--- src/verilog/rsc_map.svh ---
`ifndef RSC_MAP_SVH
`define RSC_MAP_SVH
// APB register offsets
`define RSC_OFF_CTRL     12'h000
`define RSC_OFF_CFG      12'h004
`define RSC_OFF_STATUS   12'h008
`define RSC_OFF_CAUSE    12'h00c
// Control fields
`define RSC_CTRL_HALT    0
`define RSC_CTRL_HOLD    1
`define RSC_CTRL_XHOLD   2
`define RSC_CTRL_XSEL    3
`define RSC_CTRL_XRUN    4
// Config fields
`define RSC_CFG_POR_LSB  0
`define RSC_CFG_LVD_LSB  3
`define RSC_CFG_LVD_EN   6
`define RSC_CFG_LVL_A    7
`define RSC_CFG_LVL_B    8
// Reset values
`define RSC_CTRL_RST     5'h00
`define RSC_CFG_RST      9'h000
// Timing: oscillator settle time in ns and cycles at 25 MHz
`define RSC_CLK_NS       40
`define RSC_SETTLE_NS    2000
`define RSC_SETTLE_CYC   ((`RSC_SETTLE_NS + `RSC_CLK_NS - 1) / `RSC_CLK_NS)
`define RSC_RESET_CYC    16
`endif

--- src/verilog/rsc_pkg.sv ---
package rsc_pkg;
    typedef enum logic [3:0] {
        RSC_RUN   = 4'b0001,
        RSC_HALT  = 4'b0010,
        RSC_HOLD  = 4'b0100,
        RSC_XHOLD = 4'b1000
    } rsc_state_t;
    typedef enum logic [1:0] {
        RSC_CAUSE_NONE = 2'h0,
        RSC_CAUSE_IRQ  = 2'h1,
        RSC_CAUSE_RST  = 2'h2
    } rsc_cause_t;
endpackage

--- src/verilog/rsc_sync.sv ---
`timescale 1ns/1ps
`default_nettype none
module rsc_sync #(
    parameter int W = 1
) (
    input  wire logic         clk,
    input  wire logic         rst,
    input  wire logic [W-1:0] d,
    output logic      [W-1:0] q
);
    logic [W-1:0] s1_r;
    always_ff @(posedge clk) begin
        if (rst) begin
            s1_r <= '0;
            q    <= '0;
        end else begin
            s1_r <= d;
            q    <= s1_r;
        end
    end
endmodule
`default_nettype wire

--- src/verilog/rsc_ctrl.sv ---
//------------------------------------------------------------
// Functional notes
//------------------------------------------------------------
`timescale 1ns/1ps
`default_nettype none
`include "rsc_map.svh"
module rsc_ctrl #(
    parameter int SETTLE_CYC = `RSC_SETTLE_CYC,
    parameter int RESET_CYC  = `RSC_RESET_CYC
) (
    input  wire logic         clk,
    input  wire logic         rst,
    input  wire logic         power_good,
    input  wire logic         brownout_trip,
    input  wire logic         reset_pin_n,
    input  wire logic         wdt_reset,
    input  wire logic         port7_pin0,
    input  wire logic         ext_irq_b,
    input  wire logic         ext_irq_c,
    input  wire logic         ext_irq_e,
    input  wire logic [7:0]   port0_irq,
    input  wire logic         base_timer_irq,
    input  wire logic         irq_pending,
    input  wire logic         psel,
    input  wire logic         penable,
    input  wire logic         pwrite,
    input  wire logic [11:0]  paddr,
    input  wire logic [31:0]  pwdata,
    output logic              pready,
    output logic [31:0]       prdata,
    output logic              pslverr,
    output logic              sys_reset,
    output logic              core_run,
    output logic              periph_run,
    output logic              base_timer_run,
    output logic              ceramic_osc_en,
    output logic              rc_osc_en,
    output logic              crystal_osc_en,
    output logic [2:0]        por_level,
    output logic [2:0]        brownout_level,
    output logic              brownout_en,
    output logic              wake_irq
);
    import rsc_pkg::*;

    initial begin
        if (SETTLE_CYC < 1 || SETTLE_CYC > 65535 || RESET_CYC < 1 || RESET_CYC > 65535) begin
            $error("rsc_ctrl: counts out of range");
        end
    end

    //------------------------------------------------------------
    // Input synchronisers
    //------------------------------------------------------------
    logic [5:0] raw_in;
    logic [5:0] sync_in;
    logic [7:0] p0_sync;
    assign raw_in = {port7_pin0, ext_irq_b, ext_irq_c, ext_irq_e, reset_pin_n, brownout_trip};
    rsc_sync #(.W(6)) u_sync_pin (
        .clk (clk),
        .rst (rst),
        .d   (raw_in),
        .q   (sync_in)
    );
    rsc_sync #(.W(8)) u_sync_p0 (
        .clk (clk),
        .rst (rst),
        .d   (port0_irq),
        .q   (p0_sync)
    );
    logic irq_a_s, irq_b_s, irq_c_s, irq_e_s, pin_low_s, bo_s;
    assign {irq_a_s, irq_b_s, irq_c_s, irq_e_s} = sync_in[5:2];
    assign pin_low_s = ~sync_in[1];
    assign bo_s      = sync_in[0];

    //------------------------------------------------------------
    // Registers
    //------------------------------------------------------------
    logic [4:0]  ctrl_r;
    logic [8:0]  cfg_r;
    logic [2:0]  por_level_r;
    logic        por_done_r;
    rsc_state_t  state_r;
    rsc_cause_t  cause_r;
    logic [15:0] rst_cnt_r;
    logic [15:0] settle_cnt_r;
    logic        settling_r;
    logic        xtal_kept_r;
    logic        xtal_run_r;

    logic wr_en;
    logic rd_en;
    assign wr_en = psel && penable && pwrite;
    // Read data is registered in the setup cycle, so it stands at the completion edge
    assign rd_en = psel && !penable && !pwrite;
    assign pready = 1'b1;

    // Reset sources: power-up, enabled brownout, pin, watchdog
    logic reset_src;
    assign reset_src = !por_done_r || (cfg_r[`RSC_CFG_LVD_EN] && bo_s) || pin_low_s || wdt_reset;

    //------------------------------------------------------------
    // Power-on reset
    //------------------------------------------------------------
    // Armed only by rst (the power-up event); brownout never rearms it
    always_ff @(posedge clk) begin
        if (rst) begin
            por_done_r <= 1'b0;
        end else if (power_good) begin
            por_done_r <= 1'b1;
        end
    end

    // Release level is latched once, when power-up finishes
    always_ff @(posedge clk) begin
        if (rst) begin
            por_level_r <= 3'h0;
        end else if (!por_done_r) begin
            por_level_r <= cfg_r[`RSC_CFG_POR_LSB +: 3];
        end
    end

    //------------------------------------------------------------
    // System reset stretch
    //------------------------------------------------------------
    always_ff @(posedge clk) begin
        if (rst) begin
            rst_cnt_r <= 16'(RESET_CYC);
        end else if (reset_src) begin
            rst_cnt_r <= 16'(RESET_CYC);
        end else if (rst_cnt_r != 16'h0000) begin
            rst_cnt_r <= rst_cnt_r - 16'h0001;
        end
    end
    assign sys_reset = rst_cnt_r != 16'h0000;

    //------------------------------------------------------------
    // Configuration and control registers
    //------------------------------------------------------------
    // Config survives system resets so brownout stays armed
    always_ff @(posedge clk) begin
        if (rst) begin
            cfg_r <= `RSC_CFG_RST;
        end else if (wr_en && paddr == `RSC_OFF_CFG) begin
            cfg_r <= pwdata[8:0];
        end
    end

    // Wake sources; irq a/b only in level-detect mode
    logic wake_stop;
    logic wake_xhold;
    assign wake_stop  = (cfg_r[`RSC_CFG_LVL_A] && irq_a_s) || (cfg_r[`RSC_CFG_LVL_B] && irq_b_s)
                        || irq_c_s || irq_e_s || (|p0_sync);
    assign wake_xhold = wake_stop || base_timer_irq;

    always_ff @(posedge clk) begin
        if (rst || sys_reset) begin
            ctrl_r <= `RSC_CTRL_RST;
        end else if (wr_en && paddr == `RSC_OFF_CTRL) begin
            ctrl_r <= pwdata[4:0];
        end else begin
            // Mode request bits self-clear on the cycle after the write, whether or not the state is taken
            ctrl_r[2:0] <= 3'h0;
        end
    end

    //------------------------------------------------------------
    // Standby state machine
    //------------------------------------------------------------
    always_ff @(posedge clk) begin
        if (rst || sys_reset) begin
            state_r <= RSC_RUN;
        end else begin
            case (state_r)
                RSC_RUN: begin
                    if (settling_r) begin
                        state_r <= RSC_RUN;
                    end else if (ctrl_r[`RSC_CTRL_HOLD]) begin
                        state_r <= RSC_HOLD;
                    end else if (ctrl_r[`RSC_CTRL_XHOLD] && ctrl_r[`RSC_CTRL_XSEL]) begin
                        state_r <= RSC_XHOLD;
                    end else if (ctrl_r[`RSC_CTRL_HALT]) begin
                        state_r <= RSC_HALT;
                    end
                end
                RSC_HALT: begin
                    if (irq_pending || wake_xhold) begin
                        state_r <= RSC_RUN;
                    end
                end
                RSC_HOLD: begin
                    if (wake_stop) begin
                        state_r <= RSC_RUN;
                    end
                end
                RSC_XHOLD: begin
                    if (wake_xhold) begin
                        state_r <= RSC_RUN;
                    end
                end
                default: begin
                    state_r <= RSC_RUN;
                end
            endcase
        end
    end

    // Clock settle after leaving a stop state
    logic stop_exit;
    assign stop_exit = (state_r == RSC_HOLD && wake_stop) || (state_r == RSC_XHOLD && wake_xhold);
    always_ff @(posedge clk) begin
        if (rst || sys_reset) begin
            settling_r   <= 1'b1;
            settle_cnt_r <= 16'(SETTLE_CYC);
        end else if (stop_exit) begin
            settling_r   <= 1'b1;
            settle_cnt_r <= 16'(SETTLE_CYC);
        end else if (settle_cnt_r != 16'h0000) begin
            settle_cnt_r <= settle_cnt_r - 16'h0001;
        end else begin
            settling_r <= 1'b0;
        end
    end

    // Crystal state at entry is frozen for the crystal stop
    always_ff @(posedge clk) begin
        if (rst || sys_reset) begin
            xtal_run_r  <= 1'b0;
            xtal_kept_r <= 1'b0;
        end else begin
            if (wr_en && paddr == `RSC_OFF_CTRL) begin
                xtal_run_r <= pwdata[`RSC_CTRL_XRUN];
            end
            if (state_r == RSC_RUN) begin
                xtal_kept_r <= xtal_run_r;
            end
        end
    end

    // Wake cause: set wins, cleared by write of CAUSE
    always_ff @(posedge clk) begin
        if (rst) begin
            cause_r <= RSC_CAUSE_NONE;
        end else if (reset_src && state_r != RSC_RUN) begin
            cause_r <= RSC_CAUSE_RST;
        end else if (state_r != RSC_RUN && !sys_reset && (irq_pending || wake_xhold)) begin
            cause_r <= RSC_CAUSE_IRQ;
        end else if (wr_en && paddr == `RSC_OFF_CAUSE) begin
            cause_r <= RSC_CAUSE_NONE;
        end
    end

    //------------------------------------------------------------
    // Outputs
    //------------------------------------------------------------
    assign core_run       = !sys_reset && !settling_r && state_r == RSC_RUN;
    assign periph_run     = !sys_reset && (state_r == RSC_RUN || state_r == RSC_HALT);
    assign base_timer_run = periph_run || state_r == RSC_XHOLD;
    // Ceramic restarts after reset; halt keeps it as is
    assign ceramic_osc_en = !(state_r == RSC_HOLD || state_r == RSC_XHOLD);
    assign rc_osc_en      = ceramic_osc_en && !sys_reset;
    assign crystal_osc_en = !sys_reset && ((state_r == RSC_XHOLD) ? xtal_kept_r
                            : (state_r != RSC_HOLD && xtal_run_r));
    assign por_level      = por_level_r;
    assign brownout_level = cfg_r[`RSC_CFG_LVD_LSB +: 3];
    assign brownout_en    = cfg_r[`RSC_CFG_LVD_EN];
    assign wake_irq       = irq_a_s;
    assign pslverr        = 1'b0;

    always_ff @(posedge clk) begin
        if (rst) begin
            prdata <= 32'h0000_0000;
        end else if (rd_en) begin
            case (paddr)
                `RSC_OFF_CTRL:   prdata <= {27'h0, xtal_run_r, ctrl_r[3:0]};
                `RSC_OFF_CFG:    prdata <= {23'h0, cfg_r};
                `RSC_OFF_STATUS: prdata <= {24'h0, sys_reset, settling_r, por_done_r, xtal_kept_r, state_r};
                `RSC_OFF_CAUSE:  prdata <= {30'h0, cause_r};
                default:         prdata <= 32'h0000_0000;
            endcase
        end
    end
endmodule
`default_nettype wire

--- config.mk ---
export PLATFORM = sky130hd
export DESIGN_NAME = rsc_ctrl
export DESIGN_NICKNAME = d
export VERILOG_FILES = /design/src/verilog/rsc_pkg.sv /design/src/verilog/rsc_sync.sv /design/src/verilog/rsc_ctrl.sv
export VERILOG_INCLUDE_DIRS = /design/src /design/src/verilog
export SDC_FILE = /design/constraint.sdc
export NUM_CORES = 1
export LEC_CHECK = 0
export BUFFER_PORTS_ARGS = -buffer_cell sky130_fd_sc_hd__buf_2
export CAP_MARGIN = 10
export CORE_MARGIN = 4
export CORE_UTILIZATION = 59
export CTS_BUF_LIST = sky130_fd_sc_hd__clkbuf_8
export DETAILED_ROUTE_END_ITERATION = 8
export PLACE_DENSITY = 0.88
export SYNTH_ARGS = -nofsm -noshare
export SYNTH_HDL_FRONTEND = slang
export SYNTH_SLANG_ARGS = --single-unit
--- constraint.sdc ---
create_clock -name clk -period 4.1 [get_ports clk]
set_input_delay 0.205 -clock clk [delete_from_list [all_inputs] [get_ports clk]]
set_output_delay 0.205 -clock clk [all_outputs]
set_load 0.02 [all_outputs]
==> results of run 1 <==
[stage by stage]
stage,instance area [sq um],instances,util [%]
finish,4840,635,66.8
global route,4840,635,66.8
CTS,4840,635,66.8
detailed placement,4640,620,64.0
global placement,4640,620,64.0
floorplan,4480,506,-
[area by class of cell]
| type | count | area, sq um |
|---|---|---|
| multi-input cells | 348 | 2230 |
| well taps | 99 | 124 |
| flip-flops and latches | 95 | 1900 |
| clock buffers | 10 | 138 |
| inverters | 8 | 30.0 |
| fillers | 597 | 2410 |
| repair buffers | 70 | 358 |
| clock inverters | 5 | 66.3 |
[state kept, by name, summed over array words and instances, names as in the netlist]
name and count:
cause_r 2, u_sync_p0.s1_r 8, settle_cnt_r 16, rst_cnt_r 16
u_sync_pin.q 6, prdata 9, por_done_r 1, u_sync_pin.s1_r 6
ctrl_r 4, u_sync_p0.q 8, por_level 3, state_r 4
xtal_kept_r 1, settling_r 1, xtal_run_r 1, cfg_r 9
[cells in the final DEF, fill, tap and decap left out, types with 3 or more instances in the layout]
cell and count:
nor3_1 11, inv_1 7, o31ai_1 14, or4b_2 3, a211oi_1 18, o2bb2ai_1 4, a22oi_1 6, o21ai_0 23
nand4_1 4, nand2_1 12, and2_1 3, o41ai_1 4, conb_1 25, dfxtp_1 95, and3_1 4, clkbuf_8 10
nor2b_1 35, buf_2 67, ha_1 4, or3_1 7, nand3_1 16, a21oi_1 31, nand2b_1 8, nand4b_1 3
mux2i_1 7, or2_2 5, nor2_1 30, and4_1 3, buf_4 3, a22o_1 7, nor4_1 9, nand3b_1 3
or4_1 16
[cell families after synthesis]
family / count (synthesis)
buffers and inverters: 63
and+or+nand+nor: 188
AOI/OAI and AO/OA: 120
muxes: 9
other: 2
xor gates and xnor gates: 2
DFF: 95
adders and majority gates: 4
[power by group through the flow]
stage	sequential [W]	clock (W)	combinational, W
global placement	0.000962	0	0.0000928
floorplan	0.000960	0	0.0000824
finish	0.000941	0.000636	0.0000975
CTS	0.000941	0.000643	0.0000963
global route	0.000943	0.000678	0.000108
detailed placement	0.000963	0	0.0000957
[worst max-delay path by stage]
stage	slack [ns]	endpoint	cells after the start	startpoint
2_1_floorplan	2.00	periph_run	7	rst_cnt_r[0]$_SDFFE_PP0N_
3_3_place_gp	1.53	settle_cnt_r[4]$_SDFFE_PP1P_	6	rst_cnt_r[0]$_SDFFE_PP0N_
3_5_place_dp	1.49	settle_cnt_r[4]$_SDFFE_PP1P_	6	rst_cnt_r[0]$_SDFFE_PP0N_
4_1_cts	1.19	crystal_osc_en	7	rst_cnt_r[0]$_SDFFE_PP0N_
5_1_grt	0.98	crystal_osc_en	7	rst_cnt_r[0]$_SDFFE_PP0N_
6_report	1.19	crystal_osc_en	7	rst_cnt_r[0]$_SDFFE_PP0N_
[metal layers]
metal / global-route usage [%] / up-vias / wire length (um)
met5: 0 / - / 0
met4: 6.62 / 0 / 95
met3: 5.69 / 7 / 796
met2: 35.8 / 149 / 4630
met1: 32.3 / 1773 / 4400
li1: - / 1839 / -
==> results.cfg, run 1 <==
[die]
io_pins = 116
core_area_sq_mm = 0.00725
die_h_um = 94.3
die_w_um = 94.3
rows = 31
die_area_sq_mm = 0.00890
start_util_pct = 60.6

[timing]
relSlewSlack_pct = 26.6
fmax_ghz = 0.344
fin_ws_ns = 1.19
drv_slew = 0
finalHoldViolations = 0
worst-slew-pin-transition_ns = 1.10
setup-tns-final_ns = 0
hold_ws_ns = 0.0449
grt_setup_unrepaired = no
min_period_ns = 2.91
finalSetupViolCount = 0
timing.final.crit_share_pct = 70.9
clock_skew_ns = 0.0113

[final_layout]
drive_above_1_share_pct = 19.4
diodes = 0
finalNetCount = 603
area_growth_syn_to_layout_pct = 10.2

[pwr]
ir_worst_vdd_v = 0.000264
p_sw_w = 0.000402
seqPwrFrac_pct = 56.2
clockPowerShare_pct = 38.0
powerDensity_mw_per_mm2 = 346
p_int_w = 0.00127
total_power_w = 0.00167
swShare_pct = 24.0
leakagePower_nw = 1.88
comb_power_share_pct = 5.8

[cts]
cts.clk_slew.worst_paths_ns = 0.09
postCtsSetupBuffers = 0
cts_root_buf = clkbuf_8
cts.sinks = 95
cts_made_buffers = 9
cts_tree = done
htreeDepth = 3
cts_resized = 0
cts.path.max_buffers = 2
cts_hold_buf = 0
insertion_delay_ns = 0.36

[drt]
first_pass_iters = 5
num_vias = 3768
vias_per_cell = 5.93
dr.first_iter.drc_count = 202
antenna_left = 0
drc_errors = 0
drt_wl_total_mm = 9.93
wire_per_inst_um = 15.6

[synthesis]
synthTopCellsByCount = dfxtp_1 (95), nor2b_1 (35), a21oi_1 (31)
synth-compound-area-share_pct = 18.3
synth_xor_area_share_pct = 0.399
yosys-top-cells-area = dfxtp_1 (43%), nor2b_1 (5.0%), buf_4 (4.8%), a21oi_1 (3.5%), a211oi_1 (3.1%)
synth_mux_area_share_pct = 2.62
ys_ff_latch = 95
ys_types = 62
syn_inst = 483
synth_top_family_by_area = simple AND/OR/NAND/NOR gates
yosysMostFrequentCell = dfxtp_1
synth_fa_ha_area_share_pct = 1.14
yosys_warnings = 0
synth_area_per_cell_sq_um = 9.10
synthFlopType = dfxtp_1
yosys.area_share.simple_pct = 26.0
syn-cell-area_sq_mm = 0.00440
synth_edf_count = 0
yosysTopAreaCellShare_pct = 43.3
async_reset_ff_share_pct = 0
synth-seq-area-share_pct = 43.3
yosysTopAreaCell = dfxtp_1

[hold_path]
min_path_cells = 2
holdPathEnd = u_sync_pin.s1_r[4]$_SDFF_PP0_
worstHoldPathType = input pin to register
worstHoldStart = ext_irq_b

[worst_setup_path]
crit_type = register to output port
crit_chain = inv_1, ha_1, nor4b_1, and4_1, clkinv_1, nor2_1, buf_2
critPathMaxStageDelay_ns = 0.52
path_buf_inv = 3
critPathRequiredTime_ns = 3.89
path_delay_family = simple AND/OR/NAND/NOR gates
rrSetupSlack_ns = 1.42
worst_setup_path_end_kind = output port
r2r_start = rst_cnt_r[0]$_SDFFE_PP0N_
r2r-end = settle_cnt_r[4]$_SDFFE_PP1P_
reg2regPathDepth = 6
start_kind = register
worstPathMaxFanout = 13
slowest_stage = and4_1
arrival_ns = 2.70

[place]
io_buffers = 67
hpwl_mm = 7.02
post-place-ws_ns = 1.49
gp_congestion = 0.864

[global_route]
grt_pass1_vias = 3490
grt-ovfl-total = 0
grt_max_degree = 51
grt_pass1_wl_mm = 16.5
grt_use_total_pct = 23.2
antenna_found_initial = 0

[flow_run]
cap_viol_max_count = 0

[status]
run_status = finished, final reports clean
Note: power is estimated with default switching activity, not from simulation.
==> run 2: changes to the inputs <==
Settings changed: CORE_UTILIZATION 59 to 49, PLACE_DENSITY 0.88 to 0.78.
Clock period 4.1 ns to 2.5 ns, I/O delays scaled along.
==> results.cfg, run 2 (synthesized netlist as in run 1, its figures left out) <==
[drt]
wire_per_inst_um = 15.2
num_vias = 3783
drc_errors = 0
drt_wl_total_mm = 10.2
antenna_left = 0
first_pass_iters = 4
vias_per_cell = 5.67
dr.first_iter.drc_count = 182

[cts]
postCtsSetupBuffers = 0
insertion_delay_ns = 0.36
htreeDepth = 3
cts.clk_slew.worst_paths_ns = 0.09
cts_root_buf = clkbuf_8
cts_tree = done
cts.path.max_buffers = 2
cts.sinks = 95
cts_made_buffers = 9

[hold_path]
holdPathEnd = cfg_r[5]$_SDFFE_PP0P_
min_path_cells = 3
worstHoldPathType = input pin to register
worstHoldStart = pwdata[5]

[timing]
finalSetupViolCount = 0
grt_setup_unrepaired = no
finalHoldViolations = 0
worst-slew-pin-transition_ns = 0.649
relSlewSlack_pct = 56.4
fmax_ghz = 0.431
clock_skew_ns = 0.0110
timing.final.crit_share_pct = 92.7
min_period_ns = 2.32
setup-tns-final_ns = 0
drv_slew = 0

[die]
start_util_pct = 50.4
die_area_sq_mm = 0.0105
die_h_um = 103
core_area_sq_mm = 0.00872
die_w_um = 103
rows = 34
io_pins = 116

[place]
dpl-instance-area_sq_mm = 0.00470
gp_congestion = 0.814
hpwl_mm = 7.23
dp.cells = 636
io_buffers = 67

[pwr]
ir_worst_vdd_v = 0.000367
powerDensity_mw_per_mm2 = 538
total_power_w = 0.00273
leakagePower_nw = 1.98

[worst_setup_path]
start_kind = register
reg2regPathDepth = 6
path_delay_family = simple AND/OR/NAND/NOR gates
r2r-end = settle_cnt_r[10]$_SDFFE_PP0P_
slowest_stage = dfxtp_1
crit_type = register to output port
path_buf_inv = 4
critPathRequiredTime_ns = 2.38
crit_chain = inv_1, ha_1, nor4b_2, and4_4, clkinv_1, buf_4, nor2_1, buf_2
rrSetupSlack_ns = 0.23
worst_setup_path_end_kind = output port
critPathMaxStageDelay_ns = 0.34
worstPathMaxFanout = 6
r2r_start = settle_cnt_r[0]$_SDFFE_PP0P_
arrival_ns = 2.19

[final_layout]
final_common_cell = dfxtp_1
fin_cells = 667
drive_above_1_share_pct = 20.4
top_regs = rst_cnt_r: 16 flops, settle_cnt_r: 16 flops
final_cell_mix = dfxtp_1 (95), buf_2 (67), nor2b_1 (35), a21oi_1 (31), nor2_1 (30)
area_growth_syn_to_layout_pct = 15.4
finalInstanceArea_sq_mm = 0.00507
utilization_pct = 58.2
finalNetCount = 626
diodes = 0

[status]
run_status = finished, final reports clean

[global_route]
grt_pass1_wl_mm = 16.2
antenna_found_initial = 0
grt_use_total_pct = 19.4
grt_pass1_vias = 3460
grt_max_degree = 50
grt-ovfl-total = 0

[flow_run]
cap_viol_max_count = 0
==> run 2: changes by cell type in the layout (fill, tap and decap cells not counted), sizes merged <==
cell,delta
clkbuf,-1
clkinv,+2
buf,+7
dlygate4sd3,+16
clkinvlp,-1
==> run 2: worst max path at each step <==
stage               slack (ns)                          from                             to  cells past startpoint
detailed placement        0.27     rst_cnt_r[0]$_SDFFE_PP0N_   settle_cnt_r[6]$_SDFFE_PP0P_                      7
floorplan                 0.41     rst_cnt_r[0]$_SDFFE_PP0N_      rst_cnt_r[8]$_SDFFE_PP0N_                      8
finish                    0.18     rst_cnt_r[0]$_SDFFE_PP0N_                 crystal_osc_en                      8
CTS                       0.02     rst_cnt_r[0]$_SDFFE_PP0N_                 crystal_osc_en                      8
global placement          0.36     rst_cnt_r[0]$_SDFFE_PP0N_  settle_cnt_r[14]$_SDFFE_PP0P_                      7
global route              0.02  settle_cnt_r[0]$_SDFFE_PP0P_  settle_cnt_r[10]$_SDFFE_PP0P_                      6
==> run 2: layout make-up <==
cell class,instances,area [sq um]
Tap cell,108,135
Clock buffer,9,124
Inverter,8,30.0
Timing Repair Buffer,93,571
Sequential cell,95,1900
Fill cell,766,3650
Multi-Input combinational cell,348,2240
Clock inverter,6,70.1
==> run 2: metal layers <==
layer	GRT usage, %	routed length [um]	vias to the layer above
met5	0	0	-
met4	6.05	112	0
met3	4.47	469	9
met2	32.5	5260	103
met1	24.8	4310	1792
li1	-	-	1879
==> run 2: stage by stage <==
step / setup slack [ns] / hold WS, ns
after floorplan: 0.413 / 0.241
after global placement: 0.359 / 0.333
after detailed placement: 0.266 / 0.339
after CTS: 0.0196 / 0.000797
after global routing: 0.0178 / 0.00293
final: 0.182 / 0.0169
==> run 2: repair_timing <==
item | in CTS | in global routing
endpoints found under the setup margin | 1 | 1
gates resized for setup | 1 | 3
pin swaps | 0 | 0
hold buffers | 16 | 0
hold endpoints to repair | 16 | 0
==> run 2: worst reg2reg max path, cell delays in order, from the launching register on <==
cell and delay, ns:
dfxtp_1 0.34, inv_1 0.11, ha_1 0.20, or3b_1 0.42
or2_0 0.37, or4_1 0.51, a211oi_1 0.25
==> run 2: power by group <==
part           leakage [nW]  total (W)  internal [W]  switching (W)
logic                  1.11   0.000180     0.0000737       0.000107
registers             0.772    0.00154       0.00153     0.00000819
clock network         0.100    0.00100      0.000466       0.000539
